[src/logic/smms_cfg.svh]
// Offsets, field positions and reset values of the system mode and module stop bank
`ifndef SMMS_CFG_SVH
`define SMMS_CFG_SVH

`define SMMS_OFF_SYSCTL_ONE      16'hfff0
`define SMMS_OFF_SYSCTL_TWO      16'hfff1
`define SMMS_OFF_IRQ_EN_TWO      16'hfff4
`define SMMS_OFF_IRQ_REQ_TWO     16'hfff7
`define SMMS_OFF_CLK_HALT_ONE    16'hfffa
`define SMMS_OFF_EVT_STATUS      16'hffe0
`define SMMS_OFF_EVT_CLEAR       16'hffe4
`define SMMS_OFF_EVT_ENABLE      16'hffe8

`define SMMS_BIT_DSADC_IRQ       5
`define SMMS_BIT_SW_STANDBY      7
`define SMMS_BIT_LOW_SPEED       3
`define SMMS_BIT_DIRECT_XFER     3
`define SMMS_BIT_MEDIUM_SPEED    2
`define SMMS_BIT_SERIAL_B        7
`define SMMS_BIT_SERIAL_A_CH1    6
`define SMMS_BIT_SERIAL_A_CH2    5

`define SMMS_RST_DSADC_IRQ_EN    1'h1
`define SMMS_RST_DSADC_IRQ_FLAG  1'h0
`define SMMS_RST_SW_STANDBY      1'h0
`define SMMS_RST_LOW_SPEED       1'h0
`define SMMS_RST_DIRECT_XFER     1'h0
`define SMMS_RST_MEDIUM_SPEED    1'h0
`define SMMS_RST_CLK_HALT_ONE    8'h8a
`define SMMS_RST_EVT_ENABLE      2'h0

`endif

[src/logic/smms_pkg.sv]
// Types shared by the system mode and module stop bank
package smms_pkg;
    typedef enum logic [1:0] {
        SMMS_APB_IDLE,
        SMMS_APB_ACCESS
    } smms_apb_state_t;

    typedef logic [7:0] smms_byte_t;
endpackage : smms_pkg

[src/logic/smms_regs.sv]
// APB register bank for low-power mode selection, converter interrupt and module stop
//
// The implementer's own choice: the APB interface to the registers.
`include "smms_cfg.svh"

// How it works
// - Converter interrupt enable at bit 5 of enable register, resets to 1.
// - Converter completion sets the request flag at bit 5, reset value 0.
// - Flag clears only on software writing 0; writing 1 leaves it alone.
// - Bit 7 of control one picks sleep or standby on sleep; resets 0.
// - Bit 3 of control one picks subclock after watch mode; resets 0.
// - Bit 3 of control two joins the mode choice on sleep; resets 0.
// - Bit 2 of control two picks medium speed on wake; resets 0.
// - Module stop bit 0 holds its peripheral in standby, 1 lets it run.
// - Stop bits: 7 serial B, 6-5 serial A, 4 SAR, 3 DS, 2 TF, 1 flash, 0 clock.
// - Module stop register resets with bits 7, 3 and 1 set.
// - Mask ROM variant: bit 7 of stop register reserved, unreadable, unwritable.
// - Stopping either serial A channel resets that channel's registers.
// - Conversion starts on start bit while converter mode bit is 0 and stop bit 3 is 1.
module smms_regs (
    input  wire logic        pclk,
    input  wire logic        presetn,
    input  wire logic        psel,
    input  wire logic        penable,
    input  wire logic        pwrite,
    input  wire logic [31:0] paddr,
    input  wire logic [31:0] pwdata,
    input  wire logic [3:0]  pstrb,
    output logic      [31:0] prdata,
    output logic             pready,
    output logic             pslverr,
    input  wire logic        mask_rom_variant,
    input  wire logic        dsadc_conv_done,
    input  wire logic        conversion_start_bit,
    input  wire logic        converter_mode_bit,
    output logic             dsadc_irq_request,
    output logic             dsadc_conv_start,
    output logic             software_standby_select,
    output logic             low_speed_select,
    output logic             direct_transfer_select,
    output logic             medium_speed_select,
    output logic      [7:0]  module_run,
    output logic             serial_unit_a_ch1_reset,
    output logic             serial_unit_a_ch2_reset,
    output logic             irq
);
    smms_pkg::smms_apb_state_t state_q;
    smms_pkg::smms_byte_t      halt_one_q;
    logic                      irq_en_q;
    logic                      irq_flag_q;
    logic                      software_standby_select_q;
    logic                      low_speed_select_q;
    logic                      direct_transfer_select_q;
    logic                      medium_speed_select_q;
    logic [1:0]                evt_en_q;
    logic [1:0]                evt_status;
    logic                      wr_fire;
    logic                      rd_fire;
    logic                      addr_ok;
    logic [15:0]               off;
    logic [31:0]               rdata_d;
    logic [31:0]               prdata_q;
    logic                      slverr_q;
    logic                      start_q;
    logic                      start_rise;
    logic                      flag_clear;
    logic                      evt_clear_wr;
    logic                      hit_sysctl_one;
    logic                      hit_sysctl_two;
    logic                      hit_irq_en;
    logic                      hit_irq_req;
    logic                      hit_halt_one;
    logic                      hit_evt_status;
    logic                      hit_evt_clear;
    logic                      hit_evt_enable;
    logic                      wr_sysctl_one;
    logic                      wr_sysctl_two;
    logic                      wr_irq_en;
    logic                      wr_irq_req;
    logic                      wr_halt_one;
    logic                      wr_evt_enable;
    smms_pkg::smms_byte_t      img_sysctl_one;
    smms_pkg::smms_byte_t      img_sysctl_two;
    smms_pkg::smms_byte_t      img_irq_en;
    smms_pkg::smms_byte_t      img_irq_req;
    smms_pkg::smms_byte_t      img_halt_one;
    smms_pkg::smms_byte_t      img_evt_status;
    smms_pkg::smms_byte_t      img_evt_enable;

    // Offsets are word indices: some are not multiples of four, so byte address is index * 4
    assign off = paddr[17:2];

    // One hit per register index
    always_comb begin
        hit_sysctl_one = 1'h0;
        hit_sysctl_two = 1'h0;
        hit_irq_en     = 1'h0;
        hit_irq_req    = 1'h0;
        hit_halt_one   = 1'h0;
        hit_evt_status = 1'h0;
        hit_evt_clear  = 1'h0;
        hit_evt_enable = 1'h0;
        case (off)
            `SMMS_OFF_SYSCTL_ONE:   hit_sysctl_one = 1'h1;
            `SMMS_OFF_SYSCTL_TWO:   hit_sysctl_two = 1'h1;
            `SMMS_OFF_IRQ_EN_TWO:   hit_irq_en     = 1'h1;
            `SMMS_OFF_IRQ_REQ_TWO:  hit_irq_req    = 1'h1;
            `SMMS_OFF_CLK_HALT_ONE: hit_halt_one   = 1'h1;
            `SMMS_OFF_EVT_STATUS:   hit_evt_status = 1'h1;
            `SMMS_OFF_EVT_CLEAR:    hit_evt_clear  = 1'h1;
            `SMMS_OFF_EVT_ENABLE:   hit_evt_enable = 1'h1;
            default: begin
                hit_sysctl_one = 1'h0;
            end
        endcase
    end

    // Misaligned or out-of-range addresses fail addr_ok, so they write nothing, read 0 and answer with an error
    assign addr_ok = (paddr[31:18] == 14'h0000) && (paddr[1:0] == 2'h0)
                     && (hit_sysctl_one || hit_sysctl_two || hit_irq_en || hit_irq_req
                         || hit_halt_one || hit_evt_status || hit_evt_clear
                         || hit_evt_enable);

    // One wait state: setup, first access cycle stalls, second completes
    always_ff @(posedge pclk or negedge presetn) begin
        if (!presetn) begin
            state_q <= smms_pkg::SMMS_APB_IDLE;
        end else begin
            case (state_q)
                smms_pkg::SMMS_APB_IDLE: begin
                    if (psel && penable) begin
                        state_q <= smms_pkg::SMMS_APB_ACCESS;
                    end
                end
                smms_pkg::SMMS_APB_ACCESS: begin
                    state_q <= smms_pkg::SMMS_APB_IDLE;
                end
                default: begin
                    state_q <= smms_pkg::SMMS_APB_IDLE;
                end
            endcase
        end
    end

    // Ready lasts one cycle, so every access pays exactly one wait state
    assign pready  = (state_q == smms_pkg::SMMS_APB_ACCESS);
    assign wr_fire = psel && penable && pready && pwrite && addr_ok && pstrb[0];
    assign rd_fire = psel && penable && pready && !pwrite;

    // Per-register write strobes on the completing access edge
    assign wr_sysctl_one = wr_fire && hit_sysctl_one;
    assign wr_sysctl_two = wr_fire && hit_sysctl_two;
    assign wr_irq_en     = wr_fire && hit_irq_en;
    assign wr_irq_req    = wr_fire && hit_irq_req;
    assign wr_halt_one   = wr_fire && hit_halt_one;
    assign wr_evt_enable = wr_fire && hit_evt_enable;

    // Registers are byte wide: only lane 0 carries data
    always_ff @(posedge pclk or negedge presetn) begin
        if (!presetn) begin
            software_standby_select_q <= `SMMS_RST_SW_STANDBY;
            low_speed_select_q <= `SMMS_RST_LOW_SPEED;
        end else if (wr_sysctl_one) begin
            software_standby_select_q <= pwdata[`SMMS_BIT_SW_STANDBY];
            low_speed_select_q <= pwdata[`SMMS_BIT_LOW_SPEED];
        end
    end

    always_ff @(posedge pclk or negedge presetn) begin
        if (!presetn) begin
            direct_transfer_select_q <= `SMMS_RST_DIRECT_XFER;
            medium_speed_select_q <= `SMMS_RST_MEDIUM_SPEED;
        end else if (wr_sysctl_two) begin
            direct_transfer_select_q <= pwdata[`SMMS_BIT_DIRECT_XFER];
            medium_speed_select_q <= pwdata[`SMMS_BIT_MEDIUM_SPEED];
        end
    end

    always_ff @(posedge pclk or negedge presetn) begin
        if (!presetn) begin
            irq_en_q <= `SMMS_RST_DSADC_IRQ_EN;
        end else if (wr_irq_en) begin
            irq_en_q <= pwdata[`SMMS_BIT_DSADC_IRQ];
        end
    end

    // Completion in the same cycle as a clearing write keeps the flag set
    always_ff @(posedge pclk or negedge presetn) begin
        if (!presetn) begin
            irq_flag_q <= `SMMS_RST_DSADC_IRQ_FLAG;
        end else if (dsadc_conv_done) begin
            irq_flag_q <= 1'h1;
        end else if (flag_clear) begin
            irq_flag_q <= 1'h0;
        end
    end

    assign flag_clear = wr_irq_req && !pwdata[`SMMS_BIT_DSADC_IRQ];

    // Bit 7 ignores writes and keeps its current value when it does not exist on the part
    always_ff @(posedge pclk or negedge presetn) begin
        if (!presetn) begin
            halt_one_q <= `SMMS_RST_CLK_HALT_ONE;
        end else if (wr_halt_one) begin
            halt_one_q[6:0] <= pwdata[6:0];
            if (!mask_rom_variant) begin
                halt_one_q[`SMMS_BIT_SERIAL_B] <= pwdata[`SMMS_BIT_SERIAL_B];
            end
        end
    end

    always_ff @(posedge pclk or negedge presetn) begin
        if (!presetn) begin
            evt_en_q <= `SMMS_RST_EVT_ENABLE;
        end else if (wr_evt_enable) begin
            evt_en_q <= pwdata[1:0];
        end
    end

    // Start requests are edge detected so a held start bit fires once
    always_ff @(posedge pclk or negedge presetn) begin
        if (!presetn) begin
            start_q <= 1'h0;
        end else begin
            start_q <= conversion_start_bit;
        end
    end

    assign start_rise = conversion_start_bit && !start_q;

    always_ff @(posedge pclk or negedge presetn) begin
        if (!presetn) begin
            dsadc_conv_start <= 1'h0;
        end else begin
            dsadc_conv_start <= start_rise && !converter_mode_bit
                                && halt_one_q[3];
        end
    end

    // Event bits: 0 converter completion, 1 conversion start accepted
    assign evt_clear_wr = wr_fire && hit_evt_clear;

    smms_sticky_bit u_evt_done (
        .pclk        (pclk),
        .presetn     (presetn),
        .set_pulse   (dsadc_conv_done),
        .clear_pulse (evt_clear_wr && pwdata[0]),
        .flag_q      (evt_status[0])
    );

    smms_sticky_bit u_evt_start (
        .pclk        (pclk),
        .presetn     (presetn),
        .set_pulse   (dsadc_conv_start),
        .clear_pulse (evt_clear_wr && pwdata[1]),
        .flag_q      (evt_status[1])
    );

    always_ff @(posedge pclk or negedge presetn) begin
        if (!presetn) begin
            irq <= 1'h0;
        end else begin
            irq <= |(evt_status & evt_en_q);
        end
    end

    always_ff @(posedge pclk or negedge presetn) begin
        if (!presetn) begin
            dsadc_irq_request <= 1'h0;
        end else begin
            dsadc_irq_request <= irq_flag_q && irq_en_q;
        end
    end

    assign software_standby_select = software_standby_select_q;
    assign low_speed_select        = low_speed_select_q;
    assign direct_transfer_select  = direct_transfer_select_q;
    assign medium_speed_select     = medium_speed_select_q;
    assign module_run              = halt_one_q;

    // Serial A channel held in reset for as long as its stop bit is 0
    assign serial_unit_a_ch1_reset = !halt_one_q[`SMMS_BIT_SERIAL_A_CH1];
    assign serial_unit_a_ch2_reset = !halt_one_q[`SMMS_BIT_SERIAL_A_CH2];

    // Images of each register as software reads it; unused bits read 0
    always_comb begin
        img_sysctl_one                         = 8'h00;
        img_sysctl_one[`SMMS_BIT_SW_STANDBY]   = software_standby_select_q;
        img_sysctl_one[`SMMS_BIT_LOW_SPEED]    = low_speed_select_q;
        img_sysctl_two                         = 8'h00;
        img_sysctl_two[`SMMS_BIT_DIRECT_XFER]  = direct_transfer_select_q;
        img_sysctl_two[`SMMS_BIT_MEDIUM_SPEED] = medium_speed_select_q;
        img_irq_en                             = 8'h00;
        img_irq_en[`SMMS_BIT_DSADC_IRQ]        = irq_en_q;
        img_irq_req                            = 8'h00;
        img_irq_req[`SMMS_BIT_DSADC_IRQ]       = irq_flag_q;
        img_halt_one                           = halt_one_q;
        if (mask_rom_variant) begin
            img_halt_one[`SMMS_BIT_SERIAL_B]   = 1'h0;
        end
        img_evt_status                         = {6'h00, evt_status};
        img_evt_enable                         = {6'h00, evt_en_q};
    end

    // The clear register is write-only and reads as zero, but unlike a hole it answers without an error
    always_comb begin
        rdata_d = 32'h0000_0000;
        if (hit_sysctl_one) begin
            rdata_d[7:0] = img_sysctl_one;
        end
        if (hit_sysctl_two) begin
            rdata_d[7:0] = img_sysctl_two;
        end
        if (hit_irq_en) begin
            rdata_d[7:0] = img_irq_en;
        end
        if (hit_irq_req) begin
            rdata_d[7:0] = img_irq_req;
        end
        if (hit_halt_one) begin
            rdata_d[7:0] = img_halt_one;
        end
        if (hit_evt_status) begin
            rdata_d[7:0] = img_evt_status;
        end
        if (hit_evt_enable) begin
            rdata_d[7:0] = img_evt_enable;
        end
        if (!addr_ok) begin
            rdata_d = 32'h0000_0000;
        end
    end

    // Read data and error are registered during the wait cycle
    always_ff @(posedge pclk or negedge presetn) begin
        if (!presetn) begin
            prdata_q <= 32'h0000_0000;
            slverr_q <= 1'h0;
        end else if (psel && penable && !pready) begin
            prdata_q <= pwrite ? 32'h0000_0000 : rdata_d;
            slverr_q <= !addr_ok;
        end
    end

    assign prdata  = rd_fire ? prdata_q : 32'h0000_0000;
    assign pslverr = pready && slverr_q;
endmodule : smms_regs

[src/logic/smms_sticky_bit.sv]
// One sticky event bit whose set wins over a clear in the same cycle
module smms_sticky_bit (
    input  wire logic pclk,
    input  wire logic presetn,
    input  wire logic set_pulse,
    input  wire logic clear_pulse,
    output logic      flag_q
);
    always_ff @(posedge pclk or negedge presetn) begin
        if (!presetn) begin
            flag_q <= 1'h0;
        end else if (set_pulse) begin
            flag_q <= 1'h1;
        end else if (clear_pulse) begin
            flag_q <= 1'h0;
        end
    end
endmodule : smms_sticky_bit
[config.mk]
export PLATFORM = sky130hd
export DESIGN_NAME = smms_regs
export DESIGN_NICKNAME = d
export VERILOG_FILES = /design/src/logic/smms_pkg.sv /design/src/logic/smms_regs.sv /design/src/logic/smms_sticky_bit.sv
export VERILOG_INCLUDE_DIRS = /design/src /design/src/logic
export SDC_FILE = /design/constraint.sdc
export NUM_CORES = 1
export LEC_CHECK = 0
export ABC_AREA = 1
export BUFFER_PORTS_ARGS = -buffer_cell sky130_fd_sc_hd__clkbuf_2
export CORE_ASPECT_RATIO = 0.9
export CORE_MARGIN = 1
export CORE_UTILIZATION = 44
export CTS_BUF_LIST = sky130_fd_sc_hd__clkbuf_4
export DETAILED_ROUTE_END_ITERATION = 16
export GPL_TIMING_DRIVEN = 0
export PLACE_DENSITY = 0.8
export SYNTH_ARGS = -nofsm -noshare
export SYNTH_HDL_FRONTEND = slang
export SYNTH_SLANG_ARGS = --single-unit
[constraint.sdc]
create_clock -name pclk -period 1.6 [get_ports pclk]
set_input_delay 0.32 -clock pclk [delete_from_list [all_inputs] [get_ports pclk]]
set_output_delay 0.32 -clock pclk [all_outputs]
set_load 0.05 [all_outputs]
==> results.ini, run 1 <==
[status]
run_status=finished with violations
violations_in_the_final_reports=setup timing

[route]
drtIter0Drc=90
vias=1906
routed_via_density=4.32
route.detailed.drc=0
wl_per_instance_um=10.1
detail_route.first_pass.iterations=4
drtAntennaViolNets=0
totalWireLength_mm=4.45

[grt]
global_route_usage_over_all_layers_pct=19.4
grt_pass1_wl_mm=7.15
grt_max_degree=33
grt_antenna_before_repair=0
gr-total-overflow=0
first_global_vias=1651

[cts]
htree_levels=2
ctsHoldBuffers=0
clock_path_buffers=2
cts_root_buf=sky130_fd_sc_hd__clkbuf_4
tritoncts=yes
clock_insertion_delay_worst_skew_ns=0.33
path_clk_slew_ns=0.10
cts_made_buffers=5
clock_sinks=32

[sta]
grt_setup_unrepaired=yes
worst_slew_pin_tran_ns=0.785
final.setup.worst_slack_ns=-0.0211
final-hold-violation-count=0
fin_crit_sh_pct=101
finalSetupViolations=8
max_freq_mhz=617
timing.slew.headroom_pct=47.7
fin_crit_period_ns=1.62
final_max_slew_viol_count=0
final.setup_skew_ns=0.00909

[placed_design]
numPortBuffers=76
dp.final_hpwl_mm=3.50
gp_congestion=0.858
dp_slack_ns=-0.215

[floorplanning]
fp.dieH_um=67.0
top_level_ports=128
fp-row-count=23
design.core.area_um2=4490
die_area_um2=4980
initial_utilization_pct=46.1
die_w_um=74.3

[setup_path]
worstPathMaxFanout=8
path_class=reg2out
critPathBufInv=2
worst_path_most_repeated_cell=sky130_fd_sc_hd__nor2_4
critPathArrivalTime_ns=1.30
cp_top_family=simple AND/OR/NAND/NOR gates
worst_path_largest_cell_delay_ns=0.38
critPathSlowestCell=sky130_fd_sc_hd__dfrtp_2
critPathRequiredTime_ns=1.28
setup.worst_path.end_class=output port
setup.reg_to_reg.worst_slack_ns=0.07
timing.critical_path.cells=inv_2, nor2_4, nand2_8, nor2_4, buf_8
critical_path.startpoint_type=register

[pwr]
power.density_nw_per_um2=600
peakVddDrop_mv=0.614
power.static_leakage_nw=1.65

[logic_synthesis]
avgSynthCellArea_um2=7.69
cell_area_after_technology_mapping_um2=2070
synthesis.yosys.warnings=0
post_synth_xor_area_fraction_pct=0
synth-compound-area-share_pct=9.92
top_cells_by_area_in_the_synthesized_netlist=sky130_fd_sc_hd__dfrtp_1 34%, sky130_fd_sc_hd__nand2_1 11%, sky130_fd_sc_hd__buf_4 8.7%
synthDistinctLibCells=31
synth.mux.area_fraction_pct=0
synth_top_area_share_pct=33.9
synth-seq-cells=32
synth_sequential_area_ratio_pct=39.0
synth-simple-area-share_pct=32.7
synth_cells=269
synth_top_area_cell=sky130_fd_sc_hd__dfrtp_1
synth_top_family_by_area=simple AND/OR/NAND/NOR gates
synth_adder_area_share_pct=0

[flow_run]
max-cap-violations=0

[layout]
post_route_cells_drive_above_1_share_pct=42.7
number_of_diodes_added_for_antenna_fixing=0
layout.cells.most_common=sky130_fd_sc_hd__clkbuf_2
most-common-layout-cells=68 x sky130_fd_sc_hd__clkbuf_2, 62 x sky130_fd_sc_hd__nand2_1, 42 x sky130_fd_sc_hd__inv_1
post-route-util_pct=64.2
area_growth_syn_to_layout_pct=39.3
layout.nets=455

[hold_path]
worst_hold_path_type=in2async

-- power breakdown --
part / internal, mW / total, mW / switching [mW]
clock: 0.319 / 0.584 / 0.265
sequential: 0.815 / 0.818 / 0.00306
combinational: 0.103 / 0.327 / 0.224
total: 1.24 / 1.73 / 0.492
-- area by class of cell --
class                           instances  area, um^2
Tap cell                               62        77.6
Sequential cell                        32         807
Multi-Input combinational cell        189        1060
Buffer                                 25         195
Clock buffer                            5        37.5
Inverter                               46         185
Timing Repair Buffer                   79         483
Clock inverter                          3        37.5
Fill cell                             425        1610
-- sequential cells by signal, summed over array words and instances (netlist names) --
signal	count
irq	1
prdata_q	8
u_evt_done.flag_q	1
dsadc_irq_request	1
start_q	1
low_speed_select	1
dsadc_conv_start	1
irq_flag_q	1
module_run	8
medium_speed_select	1
software_standby_select	1
evt_en_q	2
slverr_q	1
state_q	1
u_evt_start.flag_q	1
irq_en_q	1
direct_transfer_select	1
-- worst paths after layout --
check / start / end / depth (start not counted)
hold reg to reg: start_q / dsadc_conv_start / 1
setup reg to reg: state_q[0] / module_run[6] / 8
max in group asynchronous: presetn / state_q[0] / 1
hold / removal: presetn / dsadc_irq_request / 1
min in group pclk: conversion_start_bit / start_q / 1
setup / recovery: state_q[0] / prdata[2] / 5
-- worst register-to-register path, cell delays in order (launching register included) --
cell and delay, ns:
sky130_fd_sc_hd__dfrtp_2 0.38, sky130_fd_sc_hd__inv_2 0.04, sky130_fd_sc_hd__nor2_4 0.14, sky130_fd_sc_hd__nand2_1 0.12, sky130_fd_sc_hd__nor2_4 0.22, sky130_fd_sc_hd__nand4_4 0.21
sky130_fd_sc_hd__buf_8 0.21, sky130_fd_sc_hd__nand2_2 0.06, sky130_fd_sc_hd__o21ai_2 0.05
-- synthesized netlist by cell type --
library cell / instances
sky130_fd_sc_hd__nor3_2: 1
sky130_fd_sc_hd__buf_4: 24
sky130_fd_sc_hd__nor2_8: 1
sky130_fd_sc_hd__clkinv_8: 1
sky130_fd_sc_hd__o21ai_2: 11
sky130_fd_sc_hd__inv_2: 1
sky130_fd_sc_hd__nand2_2: 5
sky130_fd_sc_hd__nand3b_2: 1
sky130_fd_sc_hd__nand4_1: 4
sky130_fd_sc_hd__nor2_4: 2
sky130_fd_sc_hd__nand3b_1: 1
sky130_fd_sc_hd__nand2_1: 63
sky130_fd_sc_hd__a211oi_1: 1
sky130_fd_sc_hd__inv_1: 44
sky130_fd_sc_hd__nand4_4: 1
sky130_fd_sc_hd__buf_6: 1
sky130_fd_sc_hd__nor2_2: 3
sky130_fd_sc_hd__nand3_1: 5
sky130_fd_sc_hd__nor4_1: 4
sky130_fd_sc_hd__nor2_1: 33
sky130_fd_sc_hd__nand2_4: 3
sky130_fd_sc_hd__a22o_1: 1
sky130_fd_sc_hd__conb_1: 1
sky130_fd_sc_hd__dfrtp_1: 28
sky130_fd_sc_hd__o21ai_1: 6
sky130_fd_sc_hd__o211ai_1: 1
sky130_fd_sc_hd__nand3_2: 3
sky130_fd_sc_hd__dfstp_2: 4
sky130_fd_sc_hd__nand3b_4: 1
sky130_fd_sc_hd__o21ai_0: 11
sky130_fd_sc_hd__nor3_1: 3
-- metal layers --
metal,wire length (um),track usage [%]
met1,1970,24.1
met2,2210,33.1
met3,253,4.24
met4,27,7.08
met5,0,0
-- cells by family (layout without fill, tap and decap cells) --
group                  after synthesis  in the layout
and+or+nand+nor                    134            134
buffers and inverters               71            158
DFF                                 32             32
AOI/OAI and AO/OA                   31             31
other                                1             24
-- metrics by stage --
step / hold WS, ns / total power [mW] / setup TNS [ns] / instances / cell area, um^2
final: 0.0530 / 1.73 / -0.0973 / 441 / 2880
after global routing: 0.0838 / 1.82 / -0.731 / 441 / 2880
after CTS: 0.0608 / 1.75 / -0.349 / 439 / 2860
after detailed placement: 0.400 / 1.15 / -2.67 / 430 / 2690
after global placement: 0.392 / 1.15 / -2.19 / 430 / 2690
after floorplan: 0.0244 / 1.06 / 0 / 292 / 2230
-- timing repair --
item                                    in CTS  in global routing
cloned                                       0                  0
pin swaps                                    2                  2
gates resized for setup                     19                  9
endpoints found under the setup margin      11                 21
setup buffers                                1                  2
No activity file was read; power rests on OpenSTA's default activity.
==> run 2: changes to the inputs <==
--- a/config.mk
+++ b/config.mk
@@ -10,11 +10,10 @@
 export BUFFER_PORTS_ARGS = -buffer_cell sky130_fd_sc_hd__clkbuf_2
 export CORE_ASPECT_RATIO = 0.9
 export CORE_MARGIN = 1
-export CORE_UTILIZATION = 44
-export CTS_BUF_LIST = sky130_fd_sc_hd__clkbuf_4
+export CORE_UTILIZATION = 43
 export DETAILED_ROUTE_END_ITERATION = 16
 export GPL_TIMING_DRIVEN = 0
-export PLACE_DENSITY = 0.8
+export PLACE_DENSITY = 0.78
 export SYNTH_ARGS = -nofsm -noshare
 export SYNTH_HDL_FRONTEND = slang
 export SYNTH_SLANG_ARGS = --single-unit
==> run 2 against run 1 <==
Against the previous run: the flow now finishes without violations; critical endpoint is now prdata[4]; wire length rose by 2.4%; design area rose by 0.39%; non-clock buffer count did not move; sequential power barely moved; clock skew fell by 0.0025 ns; largest cell class unchanged; first-iteration DRC count fell by 20%.
==> results.ini, run 2 (synthesis gave the netlist of run 1 again) <==
[status]
run_status=finished, final reports clean

[sta]
final.setup_skew_ns=0.00656  ; -0.00253 ns
grt_setup_unrepaired=yes
final_max_slew_viol_count=0  ; unchanged
final.setup.worst_slack_ns=0.0161  ; +0.0372 ns
fin_crit_period_ns=1.58  ; -0.0372 ns
worst_slew_pin_tran_ns=0.793  ; +0.00789 ns
timing.slew.headroom_pct=47.1  ; -0.53 points
max_freq_mhz=631  ; +2.3%
final-hold-violation-count=0  ; unchanged
fin_hold_ws_ns=0.112  ; +0.0586 ns
finalSetupViolations=0  ; -8
fin_crit_sh_pct=99.0  ; -2.3 points

[cts]
cts_made_buffers=5  ; unchanged
tritoncts=yes
clock_sinks=32  ; unchanged
cts_root_buf=sky130_fd_sc_hd__clkbuf_8
htree_levels=2  ; unchanged
ctsHoldBuffers=0  ; unchanged
path_clk_slew_ns=0.07  ; -0.03 ns
clock_path_buffers=2  ; unchanged
clock_insertion_delay_worst_skew_ns=0.28  ; -0.05 ns

[grt]
grt_pass1_wl_mm=7.54  ; +5.5%
first_global_vias=1793  ; +8.6%
grt_antenna_before_repair=0  ; unchanged
gr-total-overflow=0  ; unchanged
grt_max_degree=33  ; unchanged
global_route_usage_over_all_layers_pct=20.0  ; +0.57 points

[hold_path]
worst_hold_path_type=in2async

[placed_design]
numPortBuffers=76  ; unchanged
dp_slack_ns=-0.239  ; -0.0239 ns
gp_congestion=0.889  ; +3.6%
dp.final_hpwl_mm=3.71  ; +5.7%

[setup_path]
setup.worst_path.end_class=output port
critPathSlowestCell=sky130_fd_sc_hd__dfrtp_2
timing.critical_path.cells=inv_2, nor2_4, nand2_8, nor2_4, buf_8
startpoint=state_q[0]
critPathRequiredTime_ns=1.28  ; about the same
startpoint_of_the_most_critical_register_to_register_path=state_q[0]
path_class=reg2out
critical_path.startpoint_type=register
critPathArrivalTime_ns=1.26  ; -0.04 ns
setup.reg_to_reg.worst_slack_ns=0.06  ; about the same
worst_path_most_repeated_cell=sky130_fd_sc_hd__nor2_4
r2r.worst_path.cells=8  ; unchanged
worst_path_largest_cell_delay_ns=0.39  ; about the same
timing.rr.end=module_run[5]
worstPathMaxFanout=8  ; unchanged

[pwr]
peakVddDrop_mv=0.373  ; -39%
seq_power_share_pct=47.4  ; about the same
power.total_mw=1.73  ; about the same
clockPowerShare_pct=33.8  ; about the same
combPwrFrac_pct=18.7  ; -0.2 points
power.static_leakage_nw=1.65  ; about the same
switching_share_pct=29.4  ; +0.92 points
power.density_nw_per_um2=598  ; -0.30%
power_switching_mw=0.509  ; +3.3%
cell_internal_pwr_mw=1.22  ; -1.2%

[layout]
layout.cells.most_common=sky130_fd_sc_hd__clkbuf_2
most-common-layout-cells=68 x sky130_fd_sc_hd__clkbuf_2, 62 x sky130_fd_sc_hd__nand2_1, 43 x sky130_fd_sc_hd__inv_1
post-route-util_pct=63.6  ; -0.56 points
layout.nets=455  ; unchanged
fillerInstances=419  ; -1.4%
area_growth_syn_to_layout_pct=39.9
number_of_diodes_added_for_antenna_fixing=0  ; unchanged
post_route_cells_drive_above_1_share_pct=43.0  ; +0.26 points

[route]
route.detailed.drc=0  ; unchanged
totalWireLength_mm=4.56  ; +2.4%
drtAntennaViolNets=0  ; unchanged
detail_route.first_pass.iterations=4  ; unchanged
vias=1966  ; +3.1%
wl_per_instance_um=10.3  ; +2.4%
routed_via_density=4.46  ; +3.1%
drtIter0Drc=72  ; -20%

[floorplanning]
die_area_um2=5090  ; +2.3%
initial_utilization_pct=45.5  ; -0.58 points
design.core.area_um2=4550  ; +1.3%
top_level_ports=128  ; unchanged
fp.dieH_um=67.8  ; +1.1%
die_w_um=75.1  ; +1.1%
fp-row-count=23  ; unchanged

[flow_run]
max-cap-violations=0  ; unchanged

[run 2: cell types whose count changed in the layout (fill, tap and decap cells not counted), sizes merged]
cell / delta
clkbuf: +2
clkinv: -1
bufinv: -1
[run 2: timing repair]
action / 4_1_cts / 5_1_grt
pin swaps: 2 / 2
gates resized for setup: 18 / 11
setup buffers: 0 / 3
setup endpoints to repair: 11 / 26
cloned: 0 / 0
[run 2: worst max path at each step]
stage / endpoint / slack (ns) / cells after the start
global route: prdata[4] / -0.06 / 5
floorplan: module_run[4] / 0.003 / 8
global placement: module_run[4] / -0.20 / 12
finish: prdata[4] / 0.02 / 5
CTS: prdata_q[7] / -0.009 / 5
detailed placement: module_run[5] / -0.24 / 12
[run 2: power groups by stage]
stage	registers [mW]	clock network (mW)	logic, mW
2_1_floorplan	0.839	0	0.225
3_3_place_gp	0.834	0	0.317
3_5_place_dp	0.835	0	0.320
4_1_cts	0.820	0.599	0.323
5_1_grt	0.821	0.646	0.355
6_report	0.821	0.586	0.324
[run 2: stage by stage]
step	TNS, ns	instance area [um^2]	cells
floorplan	0	2230	292
global placement	-2.46	2690	430
CTS	-0.0197	2850	438
global route	-0.445	2890	441
detailed placement	-3.60	2690	430
finish	0	2890	441
[run 2: layer usage]
metal,track usage [%],part of all wire [%]
met1,21.7,41
met3,4.93,5.5
met4,4.25,0.59
met2,39.0,53
met5,0,0
[run 2: layout make-up]
cell class | count | area [um^2] | area share (%)
flip-flops and latches | 32 | 807 | 27.9
plain buffers | 25 | 195 | 6.75
clock inverters | 1 | 5.00 | 0.173
well taps | 62 | 77.6 | 2.68
multi-input cells | 189 | 1060 | 36.8
clock buffers | 7 | 76.3 | 2.64
repair buffers | 79 | 483 | 16.7
inverters | 46 | 185 | 6.40
[run 2: critical path: cells and delay by family (launching register included)]
kind | cells | cell delay [ns]
DFF | 1 | 0.39
and+or+nand+nor | 3 | 0.39
buffers and inverters | 2 | 0.20
==> run 3: changes to the inputs <==
--- a/config.mk
+++ b/config.mk
@@ -8,6 +8,7 @@
 export LEC_CHECK = 0
 export ABC_AREA = 1
 export BUFFER_PORTS_ARGS = -buffer_cell sky130_fd_sc_hd__clkbuf_2
+export CAP_MARGIN = 20
 export CORE_ASPECT_RATIO = 0.9
 export CORE_MARGIN = 1
 export CORE_UTILIZATION = 43
@@ -16,4 +17,5 @@
 export PLACE_DENSITY = 0.78
 export SYNTH_ARGS = -nofsm -noshare
 export SYNTH_HDL_FRONTEND = slang
+export SYNTH_HIERARCHICAL = 1
 export SYNTH_SLANG_ARGS = --single-unit
==> run 3 against run 2 <==
Against the previous run: critical endpoint is now prdata[6]; via count up 1.1%; clock-buffer cell count increased by 1; utilization up 3.8 points; synthesized area down 0.73%; largest power group unchanged; final cell count grew 2.5%; setup slack gained 0.0048 ns; power increased by 3.3%; wire length increased by 5.8%; highest routed layer unchanged; sequential share of layout area is 1.4 points lower.
==> results.ini, run 3 <==
[status]
run_status=finished, final reports clean

[pwr]
seq_power_share_pct=45.9  ; -1.5 points
combPwrFrac_pct=19.4  ; +0.7 points
cell_internal_pwr_mw=1.28  ; +4.4%
peakVddDrop_mv=0.550  ; +47%
power.static_leakage_nw=1.69  ; +2.4%
power_switching_mw=0.511  ; +0.52%
switching_share_pct=28.6  ; -0.78 points
clockPowerShare_pct=34.7  ; +0.9 points
power.density_nw_per_um2=587  ; -1.9%
power.total_mw=1.79  ; +3.3%

[logic_synthesis]
synth-compound-area-share_pct=8.10  ; -1.8 points
synthDistinctLibCells=32  ; +3.2%
synth_commonest_cells=61 x sky130_fd_sc_hd__nand2_1, 40 x sky130_fd_sc_hd__inv_1, 35 x sky130_fd_sc_hd__nor2_1
synth_cells=270  ; +0.37%
synth-simple-area-share_pct=33.2  ; +0.48 points
yosysMostFrequentCell=sky130_fd_sc_hd__nand2_1
synth_top_family_by_area=simple AND/OR/NAND/NOR gates
number_of_enable_type_register_cells_in_the_synthesized_netlist=0  ; unchanged
cell_area_after_technology_mapping_um2=2050  ; -0.73%
post_synth_xor_area_fraction_pct=0  ; unchanged
synth-main-ff-cell=sky130_fd_sc_hd__dfrtp_1
top_cells_by_area_in_the_synthesized_netlist=sky130_fd_sc_hd__dfrtp_1 34%, sky130_fd_sc_hd__nand2_1 11%, sky130_fd_sc_hd__buf_4 8.8%
synth_adder_area_share_pct=0  ; unchanged
synth_top_area_cell=sky130_fd_sc_hd__dfrtp_1
share_of_synthesized_registers_carrying_an_async_set_or_reset_pct=100  ; unchanged
synthesis.yosys.warnings=6  ; +6
synth.mux.area_fraction_pct=0  ; unchanged
synth_top_area_share_pct=34.1  ; +0.25 points
avgSynthCellArea_um2=7.60  ; -1.1%
synth-seq-cells=32  ; unchanged
synth_sequential_area_ratio_pct=39.2  ; +0.28 points

[cts]
cts_root_buf=sky130_fd_sc_hd__clkbuf_8
clock_sinks=32  ; unchanged
tritoncts=yes
cts_made_buffers=5  ; unchanged
htree_levels=2  ; unchanged
path_clk_slew_ns=0.06  ; about the same
clock_insertion_delay_worst_skew_ns=0.28  ; about the same
clock_path_buffers=2  ; unchanged
ctsHoldBuffers=0  ; unchanged

[setup_path]
path_class=reg2out
critPathSlowestCell=sky130_fd_sc_hd__dfrtp_2
cp_top_family=simple AND/OR/NAND/NOR gates
timing.critical_path.cells=inv_2, nor2_4, nand2_8, nor2_4, buf_8
setup.worst_path.end_class=output port
startpoint=state_q[0]
worst_path_most_repeated_cell=sky130_fd_sc_hd__nor2_4
critical_path.startpoint_type=register
worst_path_largest_cell_delay_ns=0.37  ; -0.02 ns
critPathBufInv=2  ; unchanged
critPathRequiredTime_ns=1.28  ; about the same
worstPathMaxFanout=8  ; unchanged
startpoint_of_the_most_critical_register_to_register_path=state_q[0]
critPathArrivalTime_ns=1.26  ; about the same

[layout]
area_growth_syn_to_layout_pct=48.3
seqCellArea_um2=807  ; unchanged
number_of_diodes_added_for_antenna_fixing=0  ; unchanged
most-common-layout-cells=68 x sky130_fd_sc_hd__clkbuf_2, 47 x sky130_fd_sc_hd__nand2_1, 39 x sky130_fd_sc_hd__inv_1
layout.cells.most_common=sky130_fd_sc_hd__clkbuf_2
fillerInstances=371  ; -11%
area_of_the_multi_input_gates_um2=1120  ; +5.1%
stdcell_count=452  ; +2.5%
layout.nets=466  ; +2.4%
post_route_cells_drive_above_1_share_pct=48.7  ; +5.7 points

[route]
drtAntennaViolNets=0  ; unchanged
wl_per_instance_um=10.7  ; +3.2%
vias=1988  ; +1.1%
drtIter0Drc=48  ; -33%
route.detailed.drc=0  ; unchanged
totalWireLength_mm=4.83  ; +5.8%
routed_via_density=4.40  ; -1.3%
detail_route.first_pass.iterations=4  ; unchanged

[floorplanning]
fp.dieH_um=67.6  ; -0.35%
design.core.area_um2=4520  ; -0.63%
die_w_um=74.8  ; -0.35%
top_level_ports=128  ; unchanged
die_area_um2=5060  ; -0.71%
fp-row-count=23  ; unchanged
initial_utilization_pct=45.4  ; about the same

[sta]
max_freq_mhz=633  ; +0.30%
fin_crit_period_ns=1.58  ; -0.00481 ns
final_max_slew_viol_count=0  ; unchanged
worst_slew_pin_tran_ns=0.776  ; -0.0173 ns
fin_crit_sh_pct=98.7  ; -0.30 points
timing.slew.headroom_pct=48.3  ; +1.2 points
final.setup_skew_ns=0.00675  ; +0.000191 ns
setup-tns-final_ns=0  ; unchanged
fin_hold_ws_ns=0.109  ; -0.00244 ns
finalSetupViolations=0  ; unchanged
final-hold-violation-count=0  ; unchanged
grt_setup_unrepaired=yes

[grt]
grt_antenna_before_repair=0  ; unchanged
grt_max_degree=33  ; unchanged
gr-total-overflow=0  ; unchanged
global_route_usage_over_all_layers_pct=19.7  ; -0.32 points
grt_pass1_wl_mm=7.47  ; -0.91%
first_global_vias=1770  ; -1.3%

[hold_path]
worst_hold_path_type=in2async

[placed_design]
gp_congestion=0.856  ; -3.7%
numPortBuffers=76  ; unchanged
dp.final_hpwl_mm=3.66  ; -1.3%
placedCellCount=431  ; +0.23%

[flow_run]
max-cap-violations=0  ; unchanged

==> run 3: cell types whose count changed after synthesis, sizes merged, moves of 2 or more <==
| cell | previous run | this run |
|---|---|---|
| a21oi | 0 | 3 |
| a22o | 1 | 3 |
| inv | 45 | 49 |
| nand2 | 71 | 67 |
| nand3 | 8 | 10 |
| o21ai | 28 | 21 |
==> run 3: routing by layer <==
layer	up-vias	track usage [%]	routed length, um
met4	0	5.90	51
met5	-	0	0
met2	56	35.1	2530
met3	6	4.33	219
met1	897	23.6	2020
li1	1029	-	-
==> run 3: what timing repair did <==
item	CTS	global route
gates cloned	0	1
pin swaps	3	6
setup buffers	2	10
setup endpoints to repair	10	19
gates resized for setup	18	23
==> run 3: path summary, 6_finish.rpt <==
path,end,slack [ns],cells past startpoint
max in group asynchronous,state_q[0],0.95,1
worst min-delay path,module_run[5],0.11,1
worst min register to register,dsadc_conv_start,0.41,1
min in group pclk,start_q,0.17,1
worst max register to register,u_evt_done/flag_q,0.06,11
worst max-delay path,prdata[6],0.02,5
==> run 3: logic make-up (layout without fill, tap and decap cells) <==
logic type	count (synthesis)	in the layout
and+or+nand+nor	133	134
DFF	32	32
buffers and inverters	76	172
AOI/OAI and AO/OA	28	28
other	1	24
==> run 3: through the flow <==
stage / util [%] / cell area, um^2 / worst slack [ns]
after floorplan: - / 2270 / -0.0203
after global placement: 60.3 / 2720 / -0.304
after detailed placement: 60.3 / 2720 / -0.321
after CTS: 64.4 / 2910 / -0.00175
after global routing: 67.4 / 3040 / -0.0283
final: 67.4 / 3040 / 0.0209
==> run 3: area by class of cell <==
type                    count  share of cell area, %
clock buffers               8                   2.96
inverters                  49                   6.12
well taps                  62                   2.55
plain buffers              27                   7.07
multi-input cells         186                   36.7
flip-flops and latches     32                   26.5
repair buffers             88                   18.1
==> run 3: power groups by stage <==
stage / combinational, mW / clock (mW) / sequential (mW)
after floorplan: 0.230 / 0 / 0.839
after global placement: 0.326 / 0 / 0.835
after detailed placement: 0.330 / 0 / 0.835
after CTS: 0.335 / 0.634 / 0.820
after global routing: 0.375 / 0.672 / 0.820
final: 0.346 / 0.621 / 0.820
